===== config.mk =====
export PLATFORM = sky130hd
export DESIGN_NAME = flc_free_large_counter
export DESIGN_NICKNAME = d
export VERILOG_FILES = /design/src/flc_flag.v /design/src/flc_free_large_counter.v
export VERILOG_INCLUDE_DIRS = /design/src
export SDC_FILE = /design/constraint.sdc
export NUM_CORES = 1
export LEC_CHECK = 0
export BUFFER_PORTS_ARGS = -buffer_cell sky130_fd_sc_hd__buf_2
export CAP_MARGIN = 20
export CORE_ASPECT_RATIO = 1.5
export CORE_MARGIN = 4
export CORE_UTILIZATION = 40
export CTS_CLUSTER_DIAMETER = 50
export DETAILED_ROUTE_END_ITERATION = 10
export GPL_ROUTABILITY_DRIVEN = 0
export SLEW_MARGIN = 5
export SYNTH_ARGS = -nofsm -noshare
export SYNTH_HDL_FRONTEND = slang
export SYNTH_SLANG_ARGS = --single-unit

===== constraint.sdc =====
create_clock -name i_clock -period 9.7 [get_ports i_clock]
set_input_delay 1.94 -clock i_clock [delete_from_list [all_inputs] [get_ports i_clock]]
set_output_delay 1.94 -clock i_clock [all_outputs]
set_load 0.005 [all_outputs]

===== src/flc_map.vh =====
`ifndef FLC_MAP_VH
`define FLC_MAP_VH

// register byte offsets
`define FLC_OFS_CTRL      6'h00
`define FLC_OFS_CFG       6'h04
`define FLC_OFS_PRESET    6'h08
`define FLC_OFS_THR_A     6'h0C
`define FLC_OFS_THR_B     6'h10
`define FLC_OFS_COUNT     6'h14
`define FLC_OFS_CAPTURE   6'h18
`define FLC_OFS_STATUS    6'h1C
`define FLC_OFS_DIAG      6'h20

// control register bits
`define FLC_CTRL_SYNC_PERMIT    0
`define FLC_CTRL_CAP_PERMIT     1
`define FLC_CTRL_CMP_PERMIT     2
`define FLC_CTRL_ECHO_A         3
`define FLC_CTRL_ECHO_B         4
`define FLC_CTRL_ENABLE_FORCE   5
`define FLC_CTRL_SYNC_FORCE     6
`define FLC_CTRL_FORCE_A        7
`define FLC_CTRL_FORCE_B        8
`define FLC_CTRL_SUSPEND        9
`define FLC_CTRL_ACK_LO         10
`define FLC_CTRL_WIDTH          13

// configuration register bits
`define FLC_CFG_SYNC_PIN        0
`define FLC_CFG_CAP_PIN         1
`define FLC_CFG_REFLEX_A        2
`define FLC_CFG_REFLEX_B        3
`define FLC_CFG_WIDTH           4

// status register bits
`define FLC_ST_VALIDITY         0
`define FLC_ST_ERROR            1
`define FLC_ST_RUNNING          2
`define FLC_ST_TH_A             3
`define FLC_ST_TH_B             4
`define FLC_ST_FLAG_LO          5
`define FLC_ST_REFLEX_A         8
`define FLC_ST_REFLEX_B         9
`define FLC_ST_OUT_A            10
`define FLC_ST_OUT_B            11

// diagnostic bits
`define FLC_DIAG_THR_ORDER      0
`define FLC_DIAG_BAD_ACCESS     1

// flag indices
`define FLC_FLAG_ROLLOVER       0
`define FLC_FLAG_SYNC           1
`define FLC_FLAG_CAPTURE        2
`define FLC_NUM_FLAGS           3

// reset values and count limits
`define FLC_RST_CTRL      13'h0000
`define FLC_RST_CFG       4'h0
`define FLC_RST_PRESET    32'h00000000
`define FLC_RST_THR_A     32'h00000100
`define FLC_RST_THR_B     32'h00000200
`define FLC_COUNT_MAX     32'h7FFFFFFF
`define FLC_COUNT_MIN     32'h80000000

`endif


===== src/flc_flag.v =====
`timescale 1ns/10ps
`include "flc_map.vh"

module flc_flag (
  // clock and reset
  input  wire i_clock,
  input  wire i_rst_n,
  input  wire i_clk_en,
  // event and acknowledge
  input  wire i_set,
  input  wire i_ack,
  // sticky flag
  output wire o_flag
);

  reg flag_q;
  reg ack_prev_q;
  wire ack_rise;

  // only the rising edge clears; a held level does nothing
  assign ack_rise = i_ack & ~ack_prev_q;
  assign o_flag   = flag_q;

  always @(posedge i_clock or negedge i_rst_n) begin
    if (!i_rst_n) begin
      flag_q     <= 1'b0;
      ack_prev_q <= 1'b0;
    end else if (i_clk_en) begin
      ack_prev_q <= i_ack;
      // set wins over a clear in the same cycle
      if (i_set) begin
        flag_q <= 1'b1;
      end else if (ack_rise) begin
        flag_q <= 1'b0;
      end
    end
  end

endmodule // flc_flag


===== src/flc_free_large_counter.v =====
// Local design decisions: the Avalon-MM register port and the address map.
`timescale 1ns/10ps
`include "flc_map.vh"

module flc_free_large_counter (
  // clock and reset
  input  wire        i_clock,
  input  wire        i_rst_n,
  input  wire        i_clk_en,
  // avalon-mm slave
  input  wire [5:0]  i_avs_address,
  input  wire        i_avs_read,
  input  wire        i_avs_write,
  input  wire [31:0] i_avs_writedata,
  output wire [31:0] o_avs_readdata,
  output wire        o_avs_waitrequest,
  // physical counter inputs
  input  wire        i_count_up,
  input  wire        i_count_down,
  input  wire        i_enable_pin,
  input  wire        i_sync_pin,
  input  wire        i_cap_pin,
  // physical outputs
  output wire        o_fast_output_a,
  output wire        o_fast_output_b,
  // status
  output wire        o_threshold_event,
  output wire        o_validity,
  output wire        o_error,
  output wire        o_running
);

  // bus state
  reg  [31:0] readdata_q;
  reg         resp_q;
  wire        req;
  wire        wr_take;
  wire        rd_load;

  // software registers
  reg  [`FLC_CTRL_WIDTH-1:0] ctrl_q;
  reg  [`FLC_CFG_WIDTH-1:0]  cfg_q;
  reg  [31:0] preset_q;
  reg  [31:0] thr_a_q;
  reg  [31:0] thr_b_q;
  reg         bad_access_q;

  // counter state
  reg  [31:0] count_q;
  reg  [31:0] count_d;
  reg  [31:0] capture_q;
  reg         started_q;
  reg         dir_up_q;
  reg         sync_cond_prev_q;
  reg         cap_pin_prev_q;
  reg         wrap_d;

  // compare and outputs
  reg         th_a_q;
  reg         th_b_q;
  reg         th_a_d;
  reg         th_b_d;
  reg         reflex_a_q;
  reg         reflex_b_q;
  reg         fast_a_q;
  reg         fast_b_q;
  reg         event_q;

  wire        enable_cond;
  wire        sync_cond;
  wire        sync_rise;
  wire        cap_event;
  wire        running;
  wire        suspend;
  wire        cmp_permit;
  wire        thr_order_bad;
  wire [1:0]  diag;
  wire [`FLC_NUM_FLAGS-1:0] flag_set;
  wire [`FLC_NUM_FLAGS-1:0] flags;
  wire [31:0] status;

  // one wait cycle, then the request is answered
  assign req               = i_avs_read | i_avs_write;
  assign o_avs_waitrequest = req & ~resp_q;
  assign wr_take           = i_avs_write & resp_q;
  assign rd_load           = i_avs_read & ~resp_q;
  assign o_avs_readdata    = readdata_q;

  assign suspend    = ctrl_q[`FLC_CTRL_SUSPEND];
  assign cmp_permit = ctrl_q[`FLC_CTRL_CMP_PERMIT];

  assign enable_cond = i_enable_pin | ctrl_q[`FLC_CTRL_ENABLE_FORCE];
  assign sync_cond   = (cfg_q[`FLC_CFG_SYNC_PIN] & ctrl_q[`FLC_CTRL_SYNC_PERMIT] & i_sync_pin)
                     | ctrl_q[`FLC_CTRL_SYNC_FORCE];
  assign sync_rise   = sync_cond & ~sync_cond_prev_q;

  // free-large starts on the first synchronisation
  assign running = started_q & enable_cond;

  // capture refused while the flag is still up
  assign cap_event = cfg_q[`FLC_CFG_CAP_PIN] & ctrl_q[`FLC_CTRL_CAP_PERMIT]
                   & i_cap_pin & ~cap_pin_prev_q
                   & ~flags[`FLC_FLAG_CAPTURE];

  // software must keep the order; a breach is only reported
  assign thr_order_bad = ($signed(thr_a_q) <= 0) | ($signed(thr_a_q) >= $signed(thr_b_q));
  assign diag          = {bad_access_q, thr_order_bad};
  assign o_error       = |diag;

  // next count
  always @* begin
    count_d = count_q;
    wrap_d  = 1'b0;
    if (sync_rise) begin
      count_d = preset_q;
    end else if (running && i_count_up && !i_count_down) begin
      count_d = count_q + 32'h00000001;
      wrap_d  = (count_q == `FLC_COUNT_MAX);
    end else if (running && i_count_down && !i_count_up) begin
      count_d = count_q - 32'h00000001;
      wrap_d  = (count_q == `FLC_COUNT_MIN);
    end
  end

  // threshold bits: rise on >= counting up, fall on <= counting down
  always @* begin
    th_a_d = th_a_q;
    th_b_d = th_b_q;
    if (!cmp_permit) begin
      th_a_d = 1'b0;
      th_b_d = 1'b0;
    end else if (dir_up_q) begin
      if ($signed(count_q) >= $signed(thr_a_q)) begin
        th_a_d = 1'b1;
      end
      if ($signed(count_q) >= $signed(thr_b_q)) begin
        th_b_d = 1'b1;
      end
    end else begin
      if ($signed(count_q) <= $signed(thr_a_q)) begin
        th_a_d = 1'b0;
      end
      if ($signed(count_q) <= $signed(thr_b_q)) begin
        th_b_d = 1'b0;
      end
    end
  end

  // flag events
  assign flag_set[`FLC_FLAG_ROLLOVER] = wrap_d;
  assign flag_set[`FLC_FLAG_SYNC]     = sync_rise;
  assign flag_set[`FLC_FLAG_CAPTURE]  = cap_event;

  genvar gi;
  generate
    for (gi = 0; gi < `FLC_NUM_FLAGS; gi = gi + 1) begin : g_flag
      flc_flag u_flag (
        .i_clock  (i_clock),
        .i_rst_n  (i_rst_n),
        .i_clk_en (i_clk_en),
        .i_set    (flag_set[gi]),
        .i_ack    (ctrl_q[`FLC_CTRL_ACK_LO + gi]),
        .o_flag   (flags[gi])
      );
    end
  endgenerate

  // counter, capture and direction
  always @(posedge i_clock or negedge i_rst_n) begin
    if (!i_rst_n) begin
      count_q          <= 32'h00000000;
      capture_q        <= 32'h00000000;
      started_q        <= 1'b0;
      dir_up_q         <= 1'b1;
      sync_cond_prev_q <= 1'b0;
      cap_pin_prev_q   <= 1'b0;
    end else if (i_clk_en) begin
      sync_cond_prev_q <= sync_cond;
      cap_pin_prev_q   <= i_cap_pin;
      count_q          <= count_d;
      if (sync_rise) begin
        started_q <= 1'b1;
      end
      if (running && i_count_up && !i_count_down) begin
        dir_up_q <= 1'b1;
      end else if (running && i_count_down && !i_count_up) begin
        dir_up_q <= 1'b0;
      end
      if (cap_event) begin
        capture_q <= count_q;
      end
    end
  end

  // compare results, reflexes and physical outputs
  always @(posedge i_clock or negedge i_rst_n) begin
    if (!i_rst_n) begin
      th_a_q     <= 1'b0;
      th_b_q     <= 1'b0;
      reflex_a_q <= 1'b0;
      reflex_b_q <= 1'b0;
      fast_a_q   <= 1'b0;
      fast_b_q   <= 1'b0;
      event_q    <= 1'b0;
    end else if (i_clk_en) begin
      event_q <= 1'b0;
      // suspend leaves the compare results, reflexes and fast pins at their last level; the event output drops to zero
      if (!suspend) begin
        th_a_q     <= th_a_d;
        th_b_q     <= th_b_d;
        event_q    <= (th_a_d ^ th_a_q) | (th_b_d ^ th_b_q);
        reflex_a_q <= cfg_q[`FLC_CFG_REFLEX_A] & th_a_d;
        reflex_b_q <= cfg_q[`FLC_CFG_REFLEX_B] & th_b_d;
        fast_a_q   <= cfg_q[`FLC_CFG_REFLEX_A]
                    & ((ctrl_q[`FLC_CTRL_ECHO_A] & th_a_d)
                    | ctrl_q[`FLC_CTRL_FORCE_A]);
        fast_b_q   <= cfg_q[`FLC_CFG_REFLEX_B]
                    & ((ctrl_q[`FLC_CTRL_ECHO_B] & th_b_d)
                    | ctrl_q[`FLC_CTRL_FORCE_B]);
      end
    end
  end

  assign o_fast_output_a   = fast_a_q;
  assign o_fast_output_b   = fast_b_q;
  assign o_threshold_event = event_q;
  assign o_validity        = started_q;
  assign o_running         = running;

  // status word
  assign status = {20'h00000,
                   fast_b_q, fast_a_q,
                   reflex_b_q, reflex_a_q,
                   flags,
                   th_b_q, th_a_q,
                   running, o_error, started_q};

  // register writes
  always @(posedge i_clock or negedge i_rst_n) begin
    if (!i_rst_n) begin
      ctrl_q       <= `FLC_RST_CTRL;
      cfg_q        <= `FLC_RST_CFG;
      preset_q     <= `FLC_RST_PRESET;
      thr_a_q      <= `FLC_RST_THR_A;
      thr_b_q      <= `FLC_RST_THR_B;
      bad_access_q <= 1'b0;
    end else if (i_clk_en) begin
      if (wr_take) begin
        case (i_avs_address)
          `FLC_OFS_CTRL: begin
            ctrl_q <= i_avs_writedata[`FLC_CTRL_WIDTH-1:0];
          end
          `FLC_OFS_CFG: begin
            cfg_q <= i_avs_writedata[`FLC_CFG_WIDTH-1:0];
          end
          `FLC_OFS_PRESET: begin
            preset_q <= i_avs_writedata;
          end
          `FLC_OFS_THR_A: begin
            thr_a_q <= i_avs_writedata;
          end
          `FLC_OFS_THR_B: begin
            thr_b_q <= i_avs_writedata;
          end
          `FLC_OFS_DIAG: begin
            // write one to clear the access fault
            if (i_avs_writedata[`FLC_DIAG_BAD_ACCESS]) begin
              bad_access_q <= 1'b0;
            end
          end
          default: begin
            bad_access_q <= 1'b1;
          end
        endcase
      end else if (i_avs_read && resp_q) begin
        case (i_avs_address)
          `FLC_OFS_CTRL, `FLC_OFS_CFG, `FLC_OFS_PRESET, `FLC_OFS_THR_A, `FLC_OFS_THR_B,
          `FLC_OFS_COUNT, `FLC_OFS_CAPTURE, `FLC_OFS_STATUS, `FLC_OFS_DIAG: begin
            bad_access_q <= bad_access_q;
          end
          default: begin
            bad_access_q <= 1'b1;
          end
        endcase
      end
    end
  end

  // bus answer and read data
  always @(posedge i_clock or negedge i_rst_n) begin
    if (!i_rst_n) begin
      resp_q     <= 1'b0;
      readdata_q <= 32'h00000000;
    end else if (i_clk_en) begin
      resp_q <= req & ~resp_q;
      if (rd_load) begin
        case (i_avs_address)
          `FLC_OFS_CTRL:    readdata_q <= {19'h0, ctrl_q};
          `FLC_OFS_CFG:     readdata_q <= {28'h0000000, cfg_q};
          `FLC_OFS_PRESET:  readdata_q <= preset_q;
          `FLC_OFS_THR_A:   readdata_q <= thr_a_q;
          `FLC_OFS_THR_B:   readdata_q <= thr_b_q;
          `FLC_OFS_COUNT:   readdata_q <= count_q;
          `FLC_OFS_CAPTURE: readdata_q <= capture_q;
          `FLC_OFS_STATUS:  readdata_q <= status;
          `FLC_OFS_DIAG:    readdata_q <= {30'h0, diag};
          default:          readdata_q <= 32'h00000000;
        endcase
      end
    end
  end

endmodule // flc_free_large_counter


# After elaboration in Yosys (flattened, before gate mapping)
# Cells that the tools add are included.
# totals
input_bits	48
regBits	228
wordCells	146
# classes
n_reduce_logical	32
bitwise	37
eq_ne	13
magnitude_cmp	6
addsub	2
n_mux	29
# ops
cell	count
one-hot mux 32 bit (9 select lines)	1
greater-or-equal comparator 32 bit	3
2-to-1 mux 32 bit	3
<= comparator 32 bit	2
adder 32 x 1 -> 32 bit, second input constant	1
== test 32 x 31 -> 1 bit, second input constant	1
== test 32 bit, second input constant	1
<= comparator 32 x 1 -> 1 bit, second input constant	1
subtractor 32 x 1 -> 32 bit, second input constant	1
== test 6 x 5 -> 1 bit, second input constant	4
2-to-1 mux 1 bit	24
AND 1 bit	20
AND reduction 2 bit	9
AND reduction 3 bit	5
== test 6 x 4 -> 1 bit, second input constant	2
nonzero test 2 bit	5
OR reduction 9 bit	1
inverter 1 bit	8
bitwise OR 1 bit	7
== test 6 x 3 -> 1 bit, second input constant	1
== test 6 bit, second input constant	1
logical NOT 6 bit	1
logical AND 1 bit	5
AND reduction 5 bit	1
other kinds (8)	11

# Longest topological paths before layout
# depth
depth_word	9
ltp_mapped	13
ltp_nobuf	12

# Cells and area by module
# A second synthesis with hierarchy kept.
# unflattened
hier_cells	1494
hier_area_um2	14288.7
# modules_own_cells
module	area_each_um2	cells_per_inst	seq_area_each_um2	instances
flc_free_large_counter	14044.7	1479	5559.1	1
flc_flag	81.3	5	50.0	3

# Least setup slack after synthesis
# No wires, ideal clock.
# synth_path
kind	in2reg
startpoint	in i_count_up
endpoint	reg count_q[16]
path_slack_ns	4.618
required_ns	9.575
stages	12
t_arrival_ns	4.958
path_cell_list	nor2b_1 -> nand2_1 -> fa_1 -> a211oi_1 -> o311ai_1 -> a211oi_2 -> a21oi_1 -> a21o_1 -> a21oi_1 -> xor2_1 -> o21ai_1 -> mux2_2
# synth_via
elab_chain_cells	4
# synth_rtl
item	line_no	text
start: declaration	flc_free_large_counter.v:18	input wire i_count_up,
logical AND 1 bit / logical NOT 1 bit (equally long branches)	flc_free_large_counter.v:116, flc_free_large_counter.v:119	
logical AND 1 bit, on equally long branches	flc_free_large_counter.v:116, flc_free_large_counter.v:119	
nonzero test 3 bit (no source line) / 2-to-1 mux 32 bit (equally long branches)	--	
AND reduction 2 bit (no source line) / 2-to-1 mux 32 bit (equally long branches)	--	
end signal: assignment	flc_free_large_counter.v:180	count_q <= count_d;
end: declaration	flc_free_large_counter.v:49	reg [31:0] count_q;
# Parallel ways exist; a longest one is shown, timed or not.
# A chain may end at the register's enable or synchronous reset.

# Final worst setup path
# layout_path
startpoint	reg thr_b_q[9]
endpoint	out o_error
# layout_via
elab_chain_cells	3
# layout_rtl
item	line_no	text
start: declaration	flc_free_large_counter.v:45	reg [31:0] thr_b_q;
start signal: assignment	flc_free_large_counter.v:245	thr_b_q <= `FLC_RST_THR_B;
start signal: assignment	flc_free_large_counter.v:263	thr_b_q <= i_avs_writedata;
greater-or-equal comparator 32 bit	flc_free_large_counter.v:106	assign thr_order_bad = ($signed(thr_a_q) <= 0) | ($signed(thr_a_q) >= $signed(thr_b_q));
bitwise OR 1 bit	flc_free_large_counter.v:106	
OR reduction 2 bit	flc_free_large_counter.v:108	assign o_error = |diag;
end: declaration	flc_free_large_counter.v:29	output wire o_error,
# No other way between the ends.

==> summary.md <==
| Metric | Value |
|---|---|
| Status | `finished, final reports clean` |
| Post-placement worst setup slack | `4430 ps` |
| Most prevalent standard cell on the critical path | `a21o_1` |
| Worst flop-to-flop path startpoint | `ctrl_q[5]` |
| Largest net degree at the start of global routing | `99` |
| Initial Util | `40.3%` |
| Worst Hold Path EP | `o_avs_readdata[3]` |
| Utilization of the core after routing | `between 40% and 50%` |
| Root buffer cell | `clkbuf_16` |
| Clock tree from TritonCTS | `yes` |
| Total number of yosys warnings | `0` |
| Top post-synthesis cells by area | `dfrtp_1 39%, ha_1 11%, mux2_2 6.0%, mux2_1 5.9%, a21oi_1 4.0%` |
| Largest area contributor in the synthesized netlist | `dfrtp_1` |
| Number of max-slew violations in the final report | `0` |
| Remaining DRCs | `0` |
| Comb pwr share | `between 40% and 50%` |
| Bufs on Longest Clock Path | `3` |
| Sinks on Clock Net | `roughly 230` |
| Worst-path clk slew | `60 ps` |
| Most common library cells after synthesis | `225 x dfrtp_1, 126 x ha_1, 126 x nand2_1` |
| # Post-CTS Setup Buffers | `0` |
| Clock tree skew after final layout | `23.9 ps` |
| Final net count | `1709` |
| Worst Tran Pin Value | `between 1000 and 1500 ps` |
| Area grow syn2layout | `12.9%` |
| Routed WL per cell | `23.0 um` |
| Tightest Hold Check Type | `reg -> reg` |
| Count of vias placed by the detailed router | `around 12000` |
| Time the worst path needs with I/O delays and setup | `roughly 5600 ps` |
| Ratio of cells with drive above 1 in the final layout | `16.4%` |
| Ant. Diodes | `0` |
| Startpoint of the lowest-slack hold path | `o_avs_readdata[3]` |
| Count of cells resized by post-cts repair | `0` |
| Final worst slack | `just over 4000 ps` |
| Cell family with most CP delay | `compound AO/OA/AOI/OAI gates` |
| Cell chain of the critical path | `inv_1, ha_1, a21o_1, a21o_1, a2111oi_0, o21ai_1, a211oi_1, o311a_1, o2111ai_1, a21o_1, buf_2` |
| Minimum setup slack among reg-to-reg paths | `5920 ps` |
| Switching part of the total | `41.2%` |
| Power spent charging and discharging nets | `~1.7 mW` |
| Setup repair after global routing missed its margin | `false` |
| Number of buffers created by CTS | `26` |
| Number of detailed-route iterations in the first pass | `5` |
| Critical Path Sink Type | `output pin` |
| Average instance area after synthesis | `9.87 um^2` |
| Maximum clock frequency | `178 MHz` |
| Total Die Area | `39300 um^2` |
| Final instance area | `16300 um^2` |
| Part of the power in the clock network | `25.4%` |
| Reported max-cap violation count | `0` |
| # rows | `85` |
| Total Routing Usage GR | `23.7%` |
| Post-detailed-placement cell area | `15400 um^2` |
| Standby leakage power | `7.65 nW` |
| Worst hold stages | `1` |
| DRC violation total after the first TritonRoute iteration | `846` |
| Most frequent cell after synthesis | `dfrtp_1` |
| IO Port Bufs | `86` |
| Core area | `35800 um^2` |
| Portion of total power attributed to sequential cells | `32.0%` |
| Gate count of the mapped netlist | `around 1500` |
| Max-Slew Margin vs Limit | `28.2%` |
| Clock insertion delay at the later pin of the skew report | `560 ps` |
| Number of antenna violations at the first check in global routing | `0` |
| X dimension of the die | `163 um` |
| Die H | `241 um` |
| Kind of critical path | `reg -> out` |
| Setup violators final | `0` |
| TNS Setup | `0 ps` |
| Length in cells of the worst reg-to-reg path | `13` |
| Critical register-to-register path endpoint | `count_q[30]` |
| Level count of the clock H-tree | `1` |
| Syn_nets | `1639` |
| Count of buffering cells on the critical path with inverters included | `2` |
| Overflow left after global routing | `0` |
| First-pass GRT wire length | `72300 um` |
| Startpoint Class | `flip-flop` |
| Cell Pwr Density | `approximately 250 nW/um^2` |
| Maximum net fanout on the critical path | `3` |
| Detailed Place HPWL | `34000 um` |
| Number of placed I/O pins | `87` |
| Critical Path Slowest Stage Cell | `dfstp_2` |
| Predominant post-synthesis flop cell | `dfrtp_1` |
| Signal arrival time at the worst endpoint | `roughly 3700 ps` |
| Portion of synthesized cell area occupied by the leading cell type | `roughly two fifths` |
| #FFs+latches synth | `228` |
| Number of global-route vias before repair | `around 12000` |
| Combined area of all synthesized cells | `14400 um^2` |
| Remaining number of nets flagged by the antenna check after routing | `0` |
| Number of inserted filler cells in the final layout | `3444` |
| CP peak stage delay | `540 ps` |
| Int Power | `between 2 and 2.5 mW` |
| Proportion of register bits with asynchronous set or reset after synthesis | `100%` |
| Unique masters post-synth | `78` |
| Req. time, crit path | `7760 ps` |
| Number of hold violations in the final report | `0` |
| Wirelength, routed | `46800 um` |
| Final Cycle Share | `57.8%` |
| Vias/cell | `~5.9` |
| EDFF count, synth | `0` |
| Sequential area share after synthesis | `39.5%` |
| VDD IR-drop max | `110 uV` |
| Hold-fix buffer count after cts | `0` |
power by group through the flow:
stage | sequential (mW) | combinational [mW] | clock [mW]
after floorplan | 1.16 | 1.30 | 0
after global placement | 1.30 | 1.65 | 0
after detailed placement | 1.30 | 1.69 | 0
after CTS | 1.28 | 1.70 | 1.04
after global routing | 1.29 | 1.92 | 1.07
final | 1.29 | 1.71 | 1.02
worst max path at each step:
stage	from	end	cells past startpoint
global route	thr_b_q[9]	o_error	11
floorplan	i_count_up	count_q[16]	12
global placement	i_avs_address[5]	thr_b_q[12]	7
finish	thr_b_q[9]	o_error	11
detailed placement	i_enable_pin	count_q[30]	14
CTS	thr_b_q[9]	o_error	11
registers in the layout, summed over array words and instances, names as in the netlist, 3 cells and up:
signal                    cells
thr_b_q                      32
capture_q                    32
count_q                      32
preset_q                     32
ctrl_q                       13
cfg_q                         4
thr_a_q                      32
o_avs_readdata               32
g_flag.u_flag.ack_prev_q      3
g_flag.u_flag.o_flag          3
metrics by stage:
stage	power [mW]	instances	hold slack (ps)
global route	4.29	2032	497
CTS	4.02	2032	485
detailed placement	2.99	1984	470
global placement	2.95	1983	458
floorplan	2.46	1464	450
finish	4.01	2032	477
cell families after synthesis:
| group | share of synthesized area, % |
|---|---|
| AOI/OAI and AO/OA | 16.2 |
| xor gates and xnor gates | 1.52 |
| buffers and inverters | 3.67 |
| adders and majority gates | 11.1 |
| DFF | 39.5 |
| and+or+nand+nor | 12.9 |
| muxes | 15.2 |
cell usage in the layout, fill, tap and decap left out, types with 12 or more instances in the layout:
cell,instances
ha_1,126
and3_1,26
a21o_1,23
mux2_1,76
nor4_1,22
a21oi_1,116
nand4_1,29
clkbuf_16,27
dfrtp_1,225
nand3_1,28
a211oi_1,12
xnor2_1,13
mux2i_1,27
nand2_1,126
buf_4,17
o21ai_0,39
nor2_1,88
mux2_2,77
o21ai_1,67
buf_2,85
xor2_1,12
a221oi_1,29
inv_1,77
area by class of cell:
class | count | area (um^2) | share of cell area, %
timing repair buffer | 104 | 596 | 3.65
clock inverter | 13 | 150 | 0.921
tap | 478 | 598 | 3.67
sequential | 228 | 5710 | 35.0
multi-input combinational | 1096 | 8240 | 50.5
clock buffer | 35 | 726 | 4.45
inverter | 78 | 293 | 1.80
layer usage:
| metal | wire length, um | up-vias | GRT usage, % |
|---|---|---|---|
| met5 | 0 | - | 0 |
| met4 | 2250 | 0 | 10.5 |
| met3 | 1820 | 96 | 2.27 |
| met2 | 23700 | 339 | 42.1 |
| met1 | 19000 | 6065 | 29.3 |
| li1 | - | 5540 | - |
Note: power is estimated with default switching activity, not from simulation.
